`src/shared/option_bytes_defs.vh`:
```
// Purpose: constants for the option byte configuration loader
// Assumes: byte-wide access at data-memory addresses, one system clock
// Notes: all timing counts are in cycles of the 50 MHz system clock
//
// What this block does
// - external programmer may rewrite every option byte but the reserved one over the debug link.
// - firmware may rewrite bytes; protection and boot size apply only via programmer.
// - protection byte at 0x4800; pattern 0xAA disables readout protection.
// - boot area size at 0x4802; zero means none, one means vectors only.
// - size two protects pages 0-1; larger N write-protects pages 0 to N-1.
// - watchdog byte bit 0 set starts independent watchdog by hardware.
// - independent halt bit set stops that watchdog in halt modes.
// - window hardware bit set starts the window watchdog by hardware.
// - window halt bit set resets on halt entry, clear stops it.
// - oscillator byte bits 1:0 pick fast settle 1, 16, 512, 4096 cycles.
// - oscillator byte bits 3:2 pick slow settle with the same mapping.
// - brownout byte bit 0 enables brownout reset.
// - brownout byte bits 3:1 select the brownout threshold.
// - boot select word and reset vector decide bootloader or reset vector.
`ifndef OPTION_BYTES_DEFS_VH
`define OPTION_BYTES_DEFS_VH

`define ADDR_READOUT_PROTECT 16'h4800
`define ADDR_USER_BOOT_AREA 16'h4802
`define ADDR_RESERVED_OPT 16'h4807
`define ADDR_WATCHDOG_OPT 16'h4808
`define ADDR_OSC_SETTLE 16'h4809
`define ADDR_BROWNOUT_OPT 16'h480A
`define ADDR_BOOT_SEL_FIRST 16'h480B
`define ADDR_BOOT_SEL_SECOND 16'h480C

`define RST_READOUT_PROTECT 8'hAA
`define RST_USER_BOOT_AREA 8'h00
`define RST_WATCHDOG_OPT 8'h00
`define RST_OSC_SETTLE 8'h00
`define RST_BROWNOUT_OPT 8'h00
`define RST_BOOT_SEL 8'h00

`define READOUT_UNLOCK_PATTERN 8'hAA
`define UBA_NONE 8'h00
`define UBA_VECTORS_ONLY 8'h01
`define UBA_TWO_PAGES 8'h02

`define BIT_INDEP_DOG_HW 0
`define BIT_INDEP_DOG_HALT 1
`define BIT_WINDOW_DOG_HW 2
`define BIT_WINDOW_DOG_HALT 3
`define WDOG_USED_MASK 8'h0F
`define OSC_USED_MASK 8'h0F
`define BOR_USED_MASK 8'h0F
`define BIT_BROWNOUT_EN 0
`define FAST_SETTLE_LSB 0
`define SLOW_SETTLE_LSB 2
`define BROWNOUT_THR_LSB 1

`define SETTLE_CYC_0 13'h0001
`define SETTLE_CYC_1 13'h0010
`define SETTLE_CYC_2 13'h0200
`define SETTLE_CYC_3 13'h1000

`endif

```
`src/hdl/option_byte_cell.v`:
```
// Purpose: one nonvolatile option byte with a reset-time configuration latch
// Assumes: write strobes are one cycle and synchronous to i_clk
// Notes: stored value survives i_nrst; the latch samples it at reset release
`timescale 1ns/1ns
module option_byte_cell #(
    parameter [7:0] RESET_VAL = 8'h00,
    parameter [7:0] USED_MASK = 8'hFF
) (
    input wire i_clk,
    input wire i_nrst,
    input wire i_por_n,
    input wire i_wr,
    input wire [7:0] i_wdata,
    input wire i_load,
    output reg [7:0] o_stored,
    output reg [7:0] o_active
);
    // stored array is loaded with RESET_VAL only by the power-on reset, not by system reset
    always @(posedge i_clk or negedge i_por_n) begin
        if (!i_por_n) begin
            o_stored <= RESET_VAL;
        end else if (i_wr) begin
            o_stored <= i_wdata & USED_MASK;
        end
    end

    always @(posedge i_clk or negedge i_nrst) begin
        if (!i_nrst) begin
            o_active <= RESET_VAL;
        end else if (i_load) begin
            o_active <= o_stored;
        end
    end
endmodule

```
`src/hdl/option_byte_config_loader.v`:
```
// Purpose: option byte store, access paths and decoded hardware configuration
// Assumes: programmer and firmware ports are single-cycle byte strobes
// Notes: decoded outputs change only after a reset, never while running
`include "option_bytes_defs.vh"
`timescale 1ns/1ns
module option_byte_config_loader (
    input wire i_clk,
    input wire i_nrst,
    input wire i_por_n,
    input wire i_prog_wr,
    input wire i_prog_rd,
    input wire [15:0] i_prog_addr,
    input wire [7:0] i_prog_wdata,
    output reg [7:0] o_prog_rdata,
    output reg o_prog_ack,
    input wire i_app_wr,
    input wire i_app_rd,
    input wire [15:0] i_app_addr,
    input wire [7:0] i_app_wdata,
    output reg [7:0] o_app_rdata,
    output reg o_app_ack,
    input wire [7:0] i_reset_vector_byte,
    output reg o_readout_protect,
    output reg [7:0] o_user_boot_area,
    output reg o_uba_vectors_only,
    output reg o_uba_read_protect,
    output reg [7:0] o_uba_last_page,
    output reg o_indep_dog_hw_start,
    output reg o_indep_dog_halt_stop,
    output reg o_window_dog_hw_start,
    output reg o_window_dog_halt_reset,
    output reg [12:0] o_fast_osc_settle_cycles,
    output reg [12:0] o_slow_osc_settle_cycles,
    output reg o_brownout_enable,
    output reg [2:0] o_brownout_threshold,
    output reg [15:0] o_boot_select_word,
    output reg o_jump_bootloader,
    output reg o_config_valid
);
    // ************************************************************
    // option byte store
    // ************************************************************
    localparam N = 7;
    wire [7:0] stored [0:N-1];
    wire [7:0] active [0:N-1];
    wire [N-1:2] wr_sel;
    reg load_r;
    reg load_done_r;
    reg [2:0] prog_idx;
    reg prog_hit;
    reg [2:0] app_idx;
    reg app_hit;

    // ************************************************************
    // address decode
    // ************************************************************
    function [3:0] decode;
        input [15:0] a;
        begin
            if (a == `ADDR_READOUT_PROTECT) begin
                decode = 4'h8;
            end else if (a == `ADDR_USER_BOOT_AREA) begin
                decode = 4'h9;
            end else if (a == `ADDR_WATCHDOG_OPT) begin
                decode = 4'hA;
            end else if (a == `ADDR_OSC_SETTLE) begin
                decode = 4'hB;
            end else if (a == `ADDR_BROWNOUT_OPT) begin
                decode = 4'hC;
            end else if (a == `ADDR_BOOT_SEL_FIRST) begin
                decode = 4'hD;
            end else if (a == `ADDR_BOOT_SEL_SECOND) begin
                decode = 4'hE;
            end else begin
                // reserved byte and unmapped addresses: no cell
                decode = 4'h0;
            end
        end
    endfunction

    always @* begin
        {prog_hit, prog_idx} = decode(i_prog_addr);
        {app_hit, app_idx} = decode(i_app_addr);
    end

    // ************************************************************
    // write steering
    // ************************************************************
    // only the freely writable bytes are muxed here; the protection and
    // size cells listen to the programmer port alone
    genvar g;
    generate
        for (g = 2; g < N; g = g + 1) begin : cells
            // programmer has priority when both write the same cycle
            assign wr_sel[g] = (i_prog_wr && prog_hit && prog_idx == g) ||
                               (i_app_wr && app_hit && app_idx == g &&
                                !(i_prog_wr && prog_hit && prog_idx == g));
        end
    endgenerate

    wire [7:0] wdata [2:N-1];
    generate
        for (g = 2; g < N; g = g + 1) begin : wmux
            assign wdata[g] = (i_prog_wr && prog_hit && prog_idx == g) ?
                              i_prog_wdata : i_app_wdata;
        end
    endgenerate

    // ************************************************************
    // firmware shadow copies
    // ************************************************************
    // protection and boot size: firmware writes are stored nowhere that applies,
    // so a shadow keeps the firmware copy readable while the effective cell holds
    reg [7:0] app_shadow_prot_r;
    reg [7:0] app_shadow_uba_r;
    reg prot_app_dirty_r;
    reg uba_app_dirty_r;
    wire app_wr_prot = i_app_wr && app_hit && app_idx == 3'd0;
    wire app_wr_uba = i_app_wr && app_hit && app_idx == 3'd1;
    wire prog_wr_prot = i_prog_wr && prog_hit && prog_idx == 3'd0;
    wire prog_wr_uba = i_prog_wr && prog_hit && prog_idx == 3'd1;

    always @(posedge i_clk or negedge i_por_n) begin
        if (!i_por_n) begin
            app_shadow_prot_r <= 8'h00;
            app_shadow_uba_r <= 8'h00;
            prot_app_dirty_r <= 1'b0;
            uba_app_dirty_r <= 1'b0;
        end else begin
            if (prog_wr_prot) begin
                prot_app_dirty_r <= 1'b0;
            end else if (app_wr_prot) begin
                app_shadow_prot_r <= i_app_wdata;
                prot_app_dirty_r <= 1'b1;
            end
            if (prog_wr_uba) begin
                uba_app_dirty_r <= 1'b0;
            end else if (app_wr_uba) begin
                app_shadow_uba_r <= i_app_wdata;
                uba_app_dirty_r <= 1'b1;
            end
        end
    end

    // ************************************************************
    // option byte cells
    // ************************************************************
    option_byte_cell #(.RESET_VAL(`RST_READOUT_PROTECT), .USED_MASK(8'hFF)) u_prot (
        .i_clk(i_clk), .i_nrst(i_nrst), .i_por_n(i_por_n),
        .i_wr(prog_wr_prot), .i_wdata(i_prog_wdata), .i_load(load_r),
        .o_stored(stored[0]), .o_active(active[0]));
    option_byte_cell #(.RESET_VAL(`RST_USER_BOOT_AREA), .USED_MASK(8'hFF)) u_uba (
        .i_clk(i_clk), .i_nrst(i_nrst), .i_por_n(i_por_n),
        .i_wr(prog_wr_uba), .i_wdata(i_prog_wdata), .i_load(load_r),
        .o_stored(stored[1]), .o_active(active[1]));
    option_byte_cell #(.RESET_VAL(`RST_WATCHDOG_OPT), .USED_MASK(`WDOG_USED_MASK)) u_wdg (
        .i_clk(i_clk), .i_nrst(i_nrst), .i_por_n(i_por_n),
        .i_wr(wr_sel[2]), .i_wdata(wdata[2]), .i_load(load_r),
        .o_stored(stored[2]), .o_active(active[2]));
    option_byte_cell #(.RESET_VAL(`RST_OSC_SETTLE), .USED_MASK(`OSC_USED_MASK)) u_osc (
        .i_clk(i_clk), .i_nrst(i_nrst), .i_por_n(i_por_n),
        .i_wr(wr_sel[3]), .i_wdata(wdata[3]), .i_load(load_r),
        .o_stored(stored[3]), .o_active(active[3]));
    option_byte_cell #(.RESET_VAL(`RST_BROWNOUT_OPT), .USED_MASK(`BOR_USED_MASK)) u_bor (
        .i_clk(i_clk), .i_nrst(i_nrst), .i_por_n(i_por_n),
        .i_wr(wr_sel[4]), .i_wdata(wdata[4]), .i_load(load_r),
        .o_stored(stored[4]), .o_active(active[4]));
    option_byte_cell #(.RESET_VAL(`RST_BOOT_SEL), .USED_MASK(8'hFF)) u_bl0 (
        .i_clk(i_clk), .i_nrst(i_nrst), .i_por_n(i_por_n),
        .i_wr(wr_sel[5]), .i_wdata(wdata[5]), .i_load(load_r),
        .o_stored(stored[5]), .o_active(active[5]));
    option_byte_cell #(.RESET_VAL(`RST_BOOT_SEL), .USED_MASK(8'hFF)) u_bl1 (
        .i_clk(i_clk), .i_nrst(i_nrst), .i_por_n(i_por_n),
        .i_wr(wr_sel[6]), .i_wdata(wdata[6]), .i_load(load_r),
        .o_stored(stored[6]), .o_active(active[6]));

    // ************************************************************
    // read paths
    // ************************************************************
    // reads return the stored array or a firmware shadow, not the latched copy, so a programmer
    // can verify a write before the next reset applies it
    reg [7:0] prog_rd_nxt;
    reg [7:0] app_rd_nxt;
    always @* begin
        prog_rd_nxt = 8'h00;
        app_rd_nxt = 8'h00;
        if (prog_hit) begin
            prog_rd_nxt = stored[prog_idx];
        end
        if (app_hit) begin
            if (app_idx == 3'd0 && prot_app_dirty_r) begin
                app_rd_nxt = app_shadow_prot_r;
            end else if (app_idx == 3'd1 && uba_app_dirty_r) begin
                app_rd_nxt = app_shadow_uba_r;
            end else begin
                app_rd_nxt = stored[app_idx];
            end
        end
    end

    // ************************************************************
    // acknowledge and read data registers
    // ************************************************************
    always @(posedge i_clk or negedge i_nrst) begin
        if (!i_nrst) begin
            o_prog_rdata <= 8'h00;
            o_prog_ack <= 1'b0;
            o_app_rdata <= 8'h00;
            o_app_ack <= 1'b0;
        end else begin
            o_prog_ack <= i_prog_wr | i_prog_rd;
            o_app_ack <= i_app_wr | i_app_rd;
            if (i_prog_rd) begin
                o_prog_rdata <= prog_rd_nxt;
            end
            if (i_app_rd) begin
                o_app_rdata <= app_rd_nxt;
            end
        end
    end

    // ************************************************************
    // load at reset release and decode
    // ************************************************************
    // load pulses one cycle after release so the latches see a settled store
    // every i_nrst re-arms it, so bytes written now apply from the next reset
    always @(posedge i_clk or negedge i_nrst) begin
        if (!i_nrst) begin
            load_r <= 1'b0;
            load_done_r <= 1'b0;
        end else begin
            load_r <= !load_done_r;
            load_done_r <= 1'b1;
        end
    end

    // ************************************************************
    // settle count table
    // ************************************************************
    function [12:0] settle;
        input [1:0] code;
        begin
            case (code)
                2'h0: settle = `SETTLE_CYC_0;
                2'h1: settle = `SETTLE_CYC_1;
                2'h2: settle = `SETTLE_CYC_2;
                default: settle = `SETTLE_CYC_3;
            endcase
        end
    endfunction

    // ************************************************************
    // decoded configuration outputs
    // ************************************************************
    reg applied_r;
    wire [7:0] uba = active[1];
    wire [7:0] wdg = active[2];
    wire [7:0] osc = active[3];
    wire [7:0] bor = active[4];
    wire [15:0] bsw = {active[6], active[5]};
    always @(posedge i_clk or negedge i_nrst) begin
        if (!i_nrst) begin
            applied_r <= 1'b0;
            o_config_valid <= 1'b0;
            o_readout_protect <= 1'b0;
            o_user_boot_area <= 8'h00;
            o_uba_vectors_only <= 1'b0;
            o_uba_read_protect <= 1'b0;
            o_uba_last_page <= 8'h00;
            o_indep_dog_hw_start <= 1'b0;
            o_indep_dog_halt_stop <= 1'b0;
            o_window_dog_hw_start <= 1'b0;
            o_window_dog_halt_reset <= 1'b0;
            o_fast_osc_settle_cycles <= `SETTLE_CYC_0;
            o_slow_osc_settle_cycles <= `SETTLE_CYC_0;
            o_brownout_enable <= 1'b0;
            o_brownout_threshold <= 3'h0;
            o_boot_select_word <= 16'h0000;
            o_jump_bootloader <= 1'b0;
        end else begin
            applied_r <= load_r;
            o_config_valid <= o_config_valid | applied_r;
            if (applied_r) begin
                o_readout_protect <= active[0] != `READOUT_UNLOCK_PATTERN;
                o_user_boot_area <= uba;
                o_uba_vectors_only <= uba == `UBA_VECTORS_ONLY;
                o_uba_read_protect <= uba == `UBA_TWO_PAGES;
                // last protected page N-1, only meaningful for sizes of two and up
                o_uba_last_page <= (uba >= `UBA_TWO_PAGES) ? uba - 8'h01 : 8'h00;
                o_indep_dog_hw_start <= wdg[`BIT_INDEP_DOG_HW];
                o_indep_dog_halt_stop <= wdg[`BIT_INDEP_DOG_HALT];
                o_window_dog_hw_start <= wdg[`BIT_WINDOW_DOG_HW];
                o_window_dog_halt_reset <= wdg[`BIT_WINDOW_DOG_HALT];
                o_fast_osc_settle_cycles <= settle(osc[`FAST_SETTLE_LSB +: 2]);
                o_slow_osc_settle_cycles <= settle(osc[`SLOW_SETTLE_LSB +: 2]);
                o_brownout_enable <= bor[`BIT_BROWNOUT_EN];
                o_brownout_threshold <= bor[`BROWNOUT_THR_LSB +: 3];
                o_boot_select_word <= bsw;
                // bootloader when the word is nonzero or the reset vector is blank
                o_jump_bootloader <= (bsw != 16'h0000) ||
                                     (i_reset_vector_byte == 8'hFF);
            end
        end
    end
endmodule

```
`config.mk`:
```
export PLATFORM = sky130hd
export DESIGN_NAME = option_byte_config_loader
export DESIGN_NICKNAME = d
export VERILOG_FILES = /design/src/hdl/option_byte_cell.v /design/src/hdl/option_byte_config_loader.v
export VERILOG_INCLUDE_DIRS = /design/src /design/src/shared
export SDC_FILE = /design/constraint.sdc
export NUM_CORES = 1
export LEC_CHECK = 0
export BUFFER_PORTS_ARGS = -buffer_cell sky130_fd_sc_hd__buf_2
export CAP_MARGIN = 0
export CORE_ASPECT_RATIO = 0.6
export CORE_MARGIN = 3
export CORE_UTILIZATION = 45
export CTS_BUF_LIST = sky130_fd_sc_hd__clkbuf_4
export CTS_CLUSTER_SIZE = 12
export DETAILED_ROUTE_END_ITERATION = 6
export PLACE_DENSITY = 0.63
export REMOVE_ABC_BUFFERS = 1
export SYNTH_ARGS = -nofsm -noshare
export SYNTH_HDL_FRONTEND = slang
export SYNTH_HIERARCHICAL = 1
export SYNTH_SLANG_ARGS = --single-unit
```
`constraint.sdc`:
```
create_clock -name i_clk -period 2.8 [get_ports i_clk]
set_input_delay 0.56 -clock i_clk [delete_from_list [all_inputs] [get_ports i_clk]]
set_output_delay 0.56 -clock i_clk [all_outputs]
set_load 0.03 [all_outputs]
```
-- After elaboration in Yosys (flattened, before gate mapping)
Index checks and enable logic that the tools add are counted.
- $add $sub $neg: 1
- $lt $le $gt $ge: 3
- equality and inequality tests: 34
- mux-type cells: 36
- bitwise operators: 7
- reductions and logical operators: 44
- operators by type and width (kind ; count):
    equality test 16 x 15 -> 1 bit (second input constant) ; 14
    two-way mux 8 bit ; 11
    one-hot mux 13 bit (3 select lines) ; 2
    two-way mux 4 bit ; 17
    binary-select mux 8 bit (select 3 bit) ; 2
    logical AND 1 bit ; 23
    equality test 3 bit (second input constant) ; 6
    nonzero test 16 bit ; 1
    equality test 3 x 2 -> 1 bit (second input constant) ; 4
    equality test 8 x 1 -> 1 bit (second input constant) ; 1
    equality test 8 x 2 -> 1 bit (second input constant) ; 1
    equality test 8 bit (second input constant) ; 1
    greater-or-equal comparator 4 bit (second input constant) ; 2
    greater-or-equal comparator 8 x 2 -> 1 bit (second input constant) ; 1
    inequality test 8 bit (second input constant) ; 1
    inverter 3 -> 4 bit ; 2
    subtractor 8 x 1 -> 8 bit (second input constant) ; 1
    equality test 3 x 1 -> 1 bit (second input constant) ; 2
    zero test 1 bit ; 6
    zero test 3 bit ; 2
    logical OR 1 bit ; 6
    equality test 2 x 1 -> 1 bit (second input constant) ; 2
    equality test 2 bit (second input constant) ; 2
    zero test 2 bit ; 2
    other kinds (5) ; 13
- flip-flop bits (word level): 198
- logic and storage cells: 166

-- Logic depth before layout (Yosys ltp)
Gate-level depths: netlist (run 1).
- depth after elaboration: 15
- mapped depth: 9

-- Modules after synthesis
Netlist (run 1), hierarchy kept.
- modules (own cells, without submodules) (module ; times used ; cells each ; area an instance (µm²) ; sequential area each (µm²)):
    option_byte_config_loader ; 1 ; 607 ; 6025.8 ; 2304.7
    option_byte_cell (u_bl0 ...) ; 3 ; 34 ; 663.1 ; 400.4
    option_byte_cell (u_bor ...) ; 3 ; 25 ; 354.1 ; 200.2
    option_byte_cell (u_prot) ; 1 ; 34 ; 673.1 ; 410.4

-- Worst setup path before layout (run 1)
OpenSTA, ideal clock, no wires.
- path type: input -> register
- start point: input port i_app_addr[5]
- end point: register u_bl0.o_stored[0]
- data arrival time: 2.729 ns
- setup slack: -0.054 ns
- cell stages on the path: 6
- path buffers: 1
- path through: or4b_2 nor3_2 nand3_1 o41ai_1 buf_6 mux2_4
- longest elaborated chain between the ends: 12
- RTL lines (element ; line ; source):
    start, declared ; option_byte_config_loader.v:18 ; input wire [15:0] i_app_addr,
    equality test 16 x 15 -> 1 bit (no source line) ; -- ;
    two-way mux 4 bit ; option_byte_config_loader.v:72 ; end else if (a == `ADDR_BOOT_SEL_SECOND) begin
    two-way mux 4 bit ; option_byte_config_loader.v:70 ; end else if (a == `ADDR_BOOT_SEL_FIRST) begin
    two-way mux 4 bit ; option_byte_config_loader.v:68 ; end else if (a == `ADDR_BROWNOUT_OPT) begin
    two-way mux 4 bit ; option_byte_config_loader.v:66 ; end else if (a == `ADDR_OSC_SETTLE) begin
    two-way mux 4 bit ; option_byte_config_loader.v:64 ; end else if (a == `ADDR_WATCHDOG_OPT) begin
    two-way mux 4 bit ; option_byte_config_loader.v:62 ; end else if (a == `ADDR_USER_BOOT_AREA) begin
    two-way mux 4 bit (*) ; option_byte_config_loader.v:60 ; if (a == `ADDR_READOUT_PROTECT) begin
    equality test 3 bit / logical AND 1 bit (equally long branches) ; option_byte_config_loader.v:96 ; (i_app_wr && app_hit && app_idx == g &&
    logical AND 1 bit (*) (2 in series) ; option_byte_config_loader.v:96 ;
    logical OR 1 bit (*) ; option_byte_config_loader.v:95 ; assign wr_sel[g] = (i_prog_wr && prog_hit && prog_idx == g) ||
    via wr_sel, one bit ; option_byte_config_loader.v:46 ; wire [N-1:2] wr_sel;
    end signal, assigned ; option_byte_cell.v:23 ; o_stored <= i_wdata & USED_MASK;
    end, declared ; option_byte_cell.v:15 ; output reg [7:0] o_stored,
The timed path passes the listed nets; every way through them passes the cells marked *.
A chain may end at the register's enable or synchronous reset.

-- Worst setup path in the final report (run 1)
- start point: input port i_prog_addr[13]
- end point: register o_prog_rdata[2]
- longest elaborated chain between the ends: 13
- RTL lines (element ; line ; source):
    start, declared ; option_byte_config_loader.v:12 ; input wire [15:0] i_prog_addr,
    equality test 16 x 15 -> 1 bit (no source line) ; -- ;
    two-way mux 4 bit ; option_byte_config_loader.v:72 ;
    two-way mux 4 bit ; option_byte_config_loader.v:70 ;
    two-way mux 4 bit ; option_byte_config_loader.v:68 ;
    two-way mux 4 bit ; option_byte_config_loader.v:66 ;
    two-way mux 4 bit ; option_byte_config_loader.v:64 ;
    two-way mux 4 bit ; option_byte_config_loader.v:62 ;
    two-way mux 4 bit (*) ; option_byte_config_loader.v:60 ;
    inverter 3 -> 4 bit (implied by the code) ; option_byte_config_loader.v:188 ; prog_rd_nxt = stored[prog_idx];
    binary-select mux 8 bit (select 3 bit) ; option_byte_config_loader.v:188 ;
    two-way mux 8 bit (implied by the code) (2 in series) ; option_byte_config_loader.v:188 ;
    two-way mux 8 bit (*) ; option_byte_config_loader.v:187 ; if (prog_hit) begin
    end signal, assigned ; option_byte_config_loader.v:214 ; o_prog_rdata <= prog_rd_nxt;
    end, declared ; option_byte_config_loader.v:14 ; output reg [7:0] o_prog_rdata,
Every way passes the cells marked *; elsewhere a longest branch is shown, timed or not. The select of a mux whose other input is x is not followed.

==> results of run 1 <==
worst max-delay path, delay by kind of cell:
| family | cells | cell delay (ps) |
|---|---|---|
| AOI/OAI and AO/OA | 1 | 100 |
| buffers and inverters | 3 | 550 |
| muxes | 2 | 430 |
| and+or+nand+nor | 3 | 1180 |
stage by stage:
step	setup slack, ps	hold WS (ps)	instance area, sq um
floorplan	-1370	264	9130
global placement	-114	369	10700
CTS	496	197	11000
finish	413	233	11000
global route	323	208	11000
detailed placement	-130	370	10700
state kept, by name, indices dropped and copies added (netlist names), 8 cells and up:
name	cells
u_uba/o_stored	8
u_bl0/o_active	8
o_user_boot_area	8
u_uba/o_active	8
app_shadow_prot_r	8
u_prot/o_stored	8
o_app_rdata	8
app_shadow_uba_r	8
u_bl0/o_stored	8
u_bl1/o_stored	8
o_boot_select_word	16
u_bl1/o_active	8
o_prog_rdata	8
o_uba_last_page	8
u_prot/o_active	8
path summary, 6_finish.rpt:
path                              startpoint            endpoint  slack [ps]  cells past startpoint
setup / recovery             i_prog_addr[13]     o_prog_rdata[2]         410                      9
hold / removal                      i_app_rd           o_app_ack         230                      2
setup reg to reg           u_uba/o_active[4]  o_uba_last_page[3]         860                      5
hold reg to reg                  load_done_r              load_r         380                      1
max in group asynchronous             i_nrst  u_prot/o_active[1]        1560                      3
min in group asynchronous             i_nrst      o_app_rdata[7]         500                      2
power breakdown:
part           switching (uW)  total (uW)  internal, uW  leakage, uW
Combinational             227         338           111      0.00256
Clock                     967        1530           563     0.000149
Sequential               18.2        2630          2610      0.00245
layout make-up:
cell class                      count  area [sq um]
Tap cell                          273           342
Fill cell                        1806          9400
Multi-Input combinational cell    535          4520
Timing Repair Buffer              189          1190
Inverter                           28           105
Clock inverter                     13           146
Sequential cell                   180          4520
Clock buffer                       19           143
routing by layer:
layer  track usage [%]  vias to the layer above
met3              5.93                       27
li1                  -                     3160
met1              37.7                     3545
met5                 0                        -
met2              32.2                      275
met4              3.81                        0
==> metrics.txt, run 1 <==
post-DR wirelength/cell=21.6 um; clock slew at reported path FFs=170 ps; Final HPWL DP=19900 um; status=completed; Die Area=0.0230 sq mm; Finished Layout Cells=1237; commonest non-fill, non-tap cell in the layout=dfrtp_1; fmax=0.419 GHz; Vias/cell=5.66; clock root buffer=clkbuf_4; Tcrit/Tclk final=85.2%; Max Slew Vio Count=0; commonest cells after routing, fill and taps aside=dfrtp_1, buf_2, mux2_2, mux2_4, buf_4; LEAKAGE=0.00517 uW; row count=40; CP max-delay cell=or4_4; die width=194 um; grt ovf=0; Via Count=7007; share of cells above drive strength 1=43.9%; Max H-tree Level=4; Placed Cells incl. Taps=1203; yosys warns=6; DR DRC count=0; clock sink count=180; hold buffer count at cts=2; Setup-failing EPs final=0; Pwr Density=410 mW/mm^2; iteration-0 DRC count of the detailed router=497; VDD IR max=0.250 mV; vias in the first global route=7108; Max stage delay on crit path=530 ps; RD Place Congestion=0.916; CP arrival=2820 ps; Mapped Cells=794; Total Power=4490 uW; drt total wl=26700 um; syn_area_per_cell=12.0 sq um; Final Critical Period=2390 ps; top sig layer=met4; setup bufs post-CTS=0; floorplan core area=0.0204 sq mm; critical path required time=3240 ps; critical path class=input pin to flop; Final Hold Violating Endpoints=0; Syn Std Cell Area=0.00953 sq mm; Final ANT Viol Nets=0; max cap viols=0; critical path peak fanout=10; later-pin clock latency in the skew report=570 ps; Finished Core Util=53.9%; class of the worst hold path=input pin to flop; TNS Setup=0 ps; initial antenna violation count=0; number of gates resized after cts=0; Worst Skew=32.8 ps; Startpoint Class=input pin; Num CTS Buffers=17; Detailed Routing Iterations Pass 1=6; largest net degree at the start of global routing=63; CP cell instances=buf_2 -> or4_4 -> nor4_1 -> buf_4 -> nor2b_2 -> buf_4 -> mux2i_1 -> mux2_2 -> o221ai_1; I/O Buffers=133; Top Ports=152; Initial Utilization=46.8%; GRT Overall Usage=23.5%; met1 wire length=13500 um; Worst slew margin=44.8%; routed length on met2=10900 um; Area Overhead vs Synth=15.2%; Critical Path End Type=flop; worst-margin pin slew=823 ps; Die H=119 um; CTS max path bufs=2; first-pass GRT wire length=42200 um; RSZ-0062 raised after global routing=false; met3 wire len=2120 um; CTS tree=yes; CP most frequent cell=buf_4; diodes inserted=0; Nets=1017
Power figures use the tool's default switching activity.
==> run 2: changes to the inputs <==
--- a/config.mk
+++ b/config.mk
@@ -10,11 +10,11 @@
 export CAP_MARGIN = 0
 export CORE_ASPECT_RATIO = 0.6
 export CORE_MARGIN = 3
-export CORE_UTILIZATION = 45
+export CORE_UTILIZATION = 35
 export CTS_BUF_LIST = sky130_fd_sc_hd__clkbuf_4
 export CTS_CLUSTER_SIZE = 12
 export DETAILED_ROUTE_END_ITERATION = 6
-export PLACE_DENSITY = 0.63
+export PLACE_DENSITY = 0.53
 export REMOVE_ABC_BUFFERS = 1
 export SYNTH_ARGS = -nofsm -noshare
 export SYNTH_HDL_FRONTEND = slang
==> constraint.sdc (replaced) <==
create_clock -name i_clk -period 2 [get_ports i_clk]
set_input_delay 0.4 -clock i_clk [delete_from_list [all_inputs] [get_ports i_clk]]
set_output_delay 0.4 -clock i_clk [all_outputs]
set_load 0.03 [all_outputs]
==> run 2 against run 1 <==
Effect of this change:
- the run now ends with setup timing left
- die area rose by 27%
- register-to-register slack got worse by 670 ps
- cell count rose by 11%
- largest cell class unchanged
- highest routed layer unchanged
- flip-flop and latch count did not move
==> metrics.txt, run 2 (synthesis gave the netlist of run 1 again) <==
failing checks=setup timing; status=complete, but fails checks; met3 GRT Util=5.21%; Total Power=6780 uW; initial antenna violation count=0; Area Overhead vs Synth=23.0%; Die H=134 um; Num CTS Buffers=17; CP cell instances=buf_2 -> or4b_4 -> nor3_4 -> buf_6 -> buf_6 -> and2_4 -> nand4bb_1 -> o31ai_4 -> clkbuf_16 -> mux2_4; Finished Core Util=44.1%; clock slew at reported path FFs=170 ps; critical path peak fanout=8; Final HPWL DP=21800 um; iteration-0 DRC count of the detailed router=514; Critical Path End Type=flop; clock sink count=180; Via Count=7130; row count=46; Final Hold Violating Endpoints=0; Max stage delay on crit path=560 ps; post-route cell area=0.0117 sq mm; CP arrival=2520 ps; grt ovf=0; Nets=1069; commonest cells after routing, fill and taps aside=dfrtp_1, buf_2, mux2_2, buf_4, mux2_4; CTS max path bufs=2; CTS tree=yes; Detailed Routing Iterations Pass 1=5; die width=219 um; LEAKAGE=0.00554 uW; DR DRC count=0; critical path class=input pin to flop; CP max-delay cell=or4b_4; Final ANT Viol Nets=0; most used routing layer in global routing=met1; CP most frequent cell=buf_6; post-DR wirelength/cell=20.9 um; GRT Overall Usage=20.1%; Tcrit/Tclk final=101%; Max H-tree Level=4; Vias/cell=5.18; met1 usage=32.0%; share of cells above drive strength 1=48.3%; Startpoint Class=input pin; worst-margin pin slew=677 ps; VDD IR max=0.404 mV; Max Slew Vio Count=0; met2 Usage GRT=26.9%; Setup-failing EPs final=7; first-pass GRT wire length=44200 um; max FFs per register=16; later-pin clock latency in the skew report=630 ps; fmax=0.497 GHz; max cap viols=0; clock root buffer=clkbuf_4; post-detailed-placement cell area=0.0111 sq mm; Die Area=0.0293 sq mm; commonest non-fill, non-tap cell in the layout=dfrtp_1; Initial Utilization=35.8%; critical path required time=2510 ps; Final Critical Period=2010 ps; Finished Layout Cells=1377; vias in the first global route=7108; class of the worst hold path=input pin to flop; drt total wl=28800 um; worst hold margin=58.7 ps; Worst Skew=28.2 ps; RD Place Congestion=0.919; floorplan core area=0.0266 sq mm; I/O Buffers=133; Pwr Density=579 mW/mm^2; worst setup margin=-12.8 ps; Most flops, register=o_boot_select_word; Worst slew margin=54.3%; largest net degree at the start of global routing=63; Placed Cells incl. Taps=1336; Top Ports=152
## run 2: changes by cell type in the layout (fill, tap and decap cells not counted), sizes merged
cell,previous run,this run
dlygate4sd3,2,5
inv,32,33
buf,187,235
bufinv,2,5
clkinvlp,3,0
diode,0,1
## run 2: where the power goes
group,internal (uW),switching (uW)
clock network,1160,1400
logic,201,360
registers,3650,13.6
total,5010,1770
## run 2: final timing paths
| path | startpoint | to | slack [ps] | cells past startpoint |
|---|---|---|---|---|
| worst max register to register | u_uba/o_active[5] | o_uba_last_page[2] | 190 | 5 |
| worst max-delay path | i_app_addr[13] | u_bl1/o_stored[4] | -10 | 10 |
| worst min-delay path | i_app_wdata[5] | app_shadow_uba_r[5] | 60 | 2 |
| min in group asynchronous | i_nrst | u_prot/o_active[0] | 270 | 2 |
| worst min register to register | load_done_r | load_r | 390 | 1 |
| max in group asynchronous | i_nrst | u_prot/o_active[7] | 1090 | 3 |
## run 2: layout make-up
class	instances	area, sq um
diodes	1	2.50
clock buffers	18	135
clock inverters	14	223
fillers	2566	14900
inverters	28	105
multi-input cells	535	4660
flip-flops and latches	180	4520
well taps	360	450
repair buffers	241	1630
## run 2: timing repair
item,4_1_cts,5_1_grt
gates resized for setup,10,21
pin swaps,1,3
buffers inserted,0,3
setup endpoints to repair,28,53
endpoints found under the hold margin,79,0
hold buffers,5,0
## run 2: routing by layer
layer / vias up / share of wire [%]
met5: - / 0
met4: 0 / 0.86
met3: 18 / 6.6
met2: 230 / 41
met1: 3605 / 52
li1: 3277 / -
## run 2: worst max-delay path, delay by kind of cell
kind,cells,cell delay [ps]
mux,1,300
compound gates,1,100
buf+inv,4,610
simple gates,4,1090
## run 2: through the flow
step / setup WS [ps] / TNS (ps)
after global routing: -3.62 / -3.62
after detailed placement: -879 / -52920
after floorplan: -2010 / -76030
after global placement: -824 / -51340
final: -12.8 / -44.5
after CTS: 0.193 / 0
==> run 3: changes to the inputs <==
--- a/config.mk
+++ b/config.mk
@@ -14,7 +14,7 @@
 export CTS_BUF_LIST = sky130_fd_sc_hd__clkbuf_4
 export CTS_CLUSTER_SIZE = 12
 export DETAILED_ROUTE_END_ITERATION = 6
-export PLACE_DENSITY = 0.53
+export PLACE_DENSITY = 0.51
 export REMOVE_ABC_BUFFERS = 1
 export SYNTH_ARGS = -nofsm -noshare
 export SYNTH_HDL_FRONTEND = slang
==> constraint.sdc (replaced) <==
create_clock -name i_clk -period 2.5 [get_ports i_clk]
set_input_delay 0.5 -clock i_clk [delete_from_list [all_inputs] [get_ports i_clk]]
set_output_delay 0.5 -clock i_clk [all_outputs]
set_load 0.03 [all_outputs]
==> run 3 against run 2 <==
Effect of this change:
- the flow now finishes without violations
- clock skew decreased by 0.71 ps
- sequential share of layout area grew 1.7 points
- cell area shrank 4.3%
- core utilization fell by 1.9 points
- worst setup slack gained 150 ps
- worst hold slack better by 76 ps
- count of clock-buffer cells in the layout decreased by 1
- critical endpoint is now u_wdg/o_stored[3]
- largest power group unchanged
- highest routed layer unchanged
==> metrics.txt, run 3 (synthesis gave the netlist of run 1 again) <==
status=completed; CP arrival=2890 ps; RR Endpoint=o_uba_last_page[2]; setup bufs post-CTS=0; row count=46; clock slew at reported path FFs=160 ps; RD Place Congestion=0.872; Worst Skew=27.5 ps; clock sink count=180; flop2flop setup slack=490 ps; CTS tree=yes; Die Area=0.0293 sq mm; Die H=134 um; largest net degree at the start of global routing=63; Num CTS Buffers=17; RSZ-0062 raised after global routing=false; TNS Setup=0 ps; iteration-0 DRC count of the detailed router=450; Worst slew margin=52.9%; Final Critical Period=2370 ps; share of cells above drive strength 1=44.7%; Pwr Density=444 mW/mm^2; I/O Buffers=133; critical path depth in cells=8; Finished Core Util=42.2%; Max stage delay on crit path=590 ps; Most flops, register=o_boot_select_word; hold buffer count at cts=2; CP max-delay cell=or4b_1; critical path peak fanout=4; Nets=1036; first-pass GRT wire length=43000 um; WP buf/inv=2; critical path required time=3020 ps; Final ANT Viol Nets=0; VDD IR max=0.267 mV; Detailed Routing Iterations Pass 1=5; Max Slew Vio Count=0; Startpoint Class=input pin; Final HPWL DP=21200 um; Setup-failing EPs final=0; Finished Layout Cells=1345; drt total wl=28300 um; family with the most delay on the worst path=simple AND/OR/NAND/NOR gates; hold path startpoint=i_app_rd; LEAKAGE=0.00525 uW; Max H-tree Level=4; critical path class=input pin to flop; worst-margin pin slew=707 ps; later-pin clock latency in the skew report=630 ps; FF-to-FF path depth=5; Tcrit/Tclk final=94.6%; DR DRC count=0; floorplan core area=0.0266 sq mm; CTS max path bufs=2; die width=219 um; max cap viols=0; GRT Overall Usage=19.6%; hold path depth=2; commonest cells after routing, fill and taps aside=dfrtp_1, buf_2, mux2_2, buf_4, mux2_4; Via Count=6862; class of the worst hold path=input pin to flop; Top Ports=152; post-detailed-placement cell area=0.0109 sq mm; Critical Path End Type=flop; Vias/cell=5.10; post-route cell area=0.0112 sq mm; initial antenna violation count=1; fmax=0.423 GHz; vias in the first global route=6853; Hold EP=o_app_ack; number of gates resized after cts=0; post-DR wirelength/cell=21.0 um; Placed Cells incl. Taps=1309; commonest non-fill, non-tap cell in the layout=dfrtp_1; Area Overhead vs Synth=17.7%; launching point of the worst reg2reg path=u_uba/o_active[4]; clock root buffer=clkbuf_4; max FFs per register=16; Initial Utilization=35.8%; Final Hold Violating Endpoints=0; CP cell instances=buf_2 -> or4b_1 -> nor4_1 -> nor2b_1 -> nand2_1 -> o41ai_1 -> buf_4 -> mux2_2; grt ovf=0
[run 3: cell count changes in the layout (fill, tap and decap cells not counted), moves of 3 or more]
cell / change
buf_4: -27
bufinv_16: -3
clkinv_1: +4
dlygate4sd3_1: -3
nand2_1: +3
nand2_2: -3
or4b_1: +3
or4b_4: -4
[run 3: metrics by stage]
| step | setup slack [ps] | power [uW] | hold slack, ps |
|---|---|---|---|
| 2_1_floorplan | -1610 | 3150 | 204 |
| 3_3_place_gp | -450 | 3390 | 367 |
| 3_5_place_dp | -445 | 3390 | 371 |
| 4_1_cts | 228 | 5070 | 67.0 |
| 5_1_grt | 125 | 5240 | 48.4 |
| 6_report | 134 | 4980 | 134 |
[run 3: worst max path at each step]
stage / from / endpoint / slack, ps
finish: i_prog_addr[4] / u_wdg/o_stored[3] / 130
detailed placement: i_app_addr[5] / u_bl1/o_stored[6] / -450
global placement: i_prog_addr[4] / u_bl0/o_stored[4] / -450
CTS: i_app_addr[5] / u_bl1/o_stored[5] / 230
global route: i_app_addr[5] / u_bl1/o_stored[1] / 120
floorplan: i_app_addr[5] / u_bl0/o_stored[0] / -1610
[run 3: area by class of cell]
type	count	area (sq um)
antenna	2	5.00
clock buffer	17	128
clock inverter	15	136
fill	2597	15400
inverter	28	105
multi-input combinational	535	4520
sequential	180	4520
tap	360	450
timing repair buffer	208	1350
[run 3: routing by layer]
layer  track usage [%]  wire (um)  vias up
li1                  -          -     3200
met1              31.2      14700     3456
met2              26.9      11600      189
met3              4.44       1700       17
met4              4.21        233        0
met5                 0          0        -
[run 3: worst reg2reg max path, cell delays in order (launching register included)]
cell	delay [ps]
dfrtp_1	470
or4_1	610
nor3_1	320
nand2_1	130
nand2_1	240
o22ai_1	130
[run 3: where the power goes]
group / switching [uW] / internal [uW]
combinational: 263 / 135
sequential: 16.9 / 2920
clock: 1070 / 581
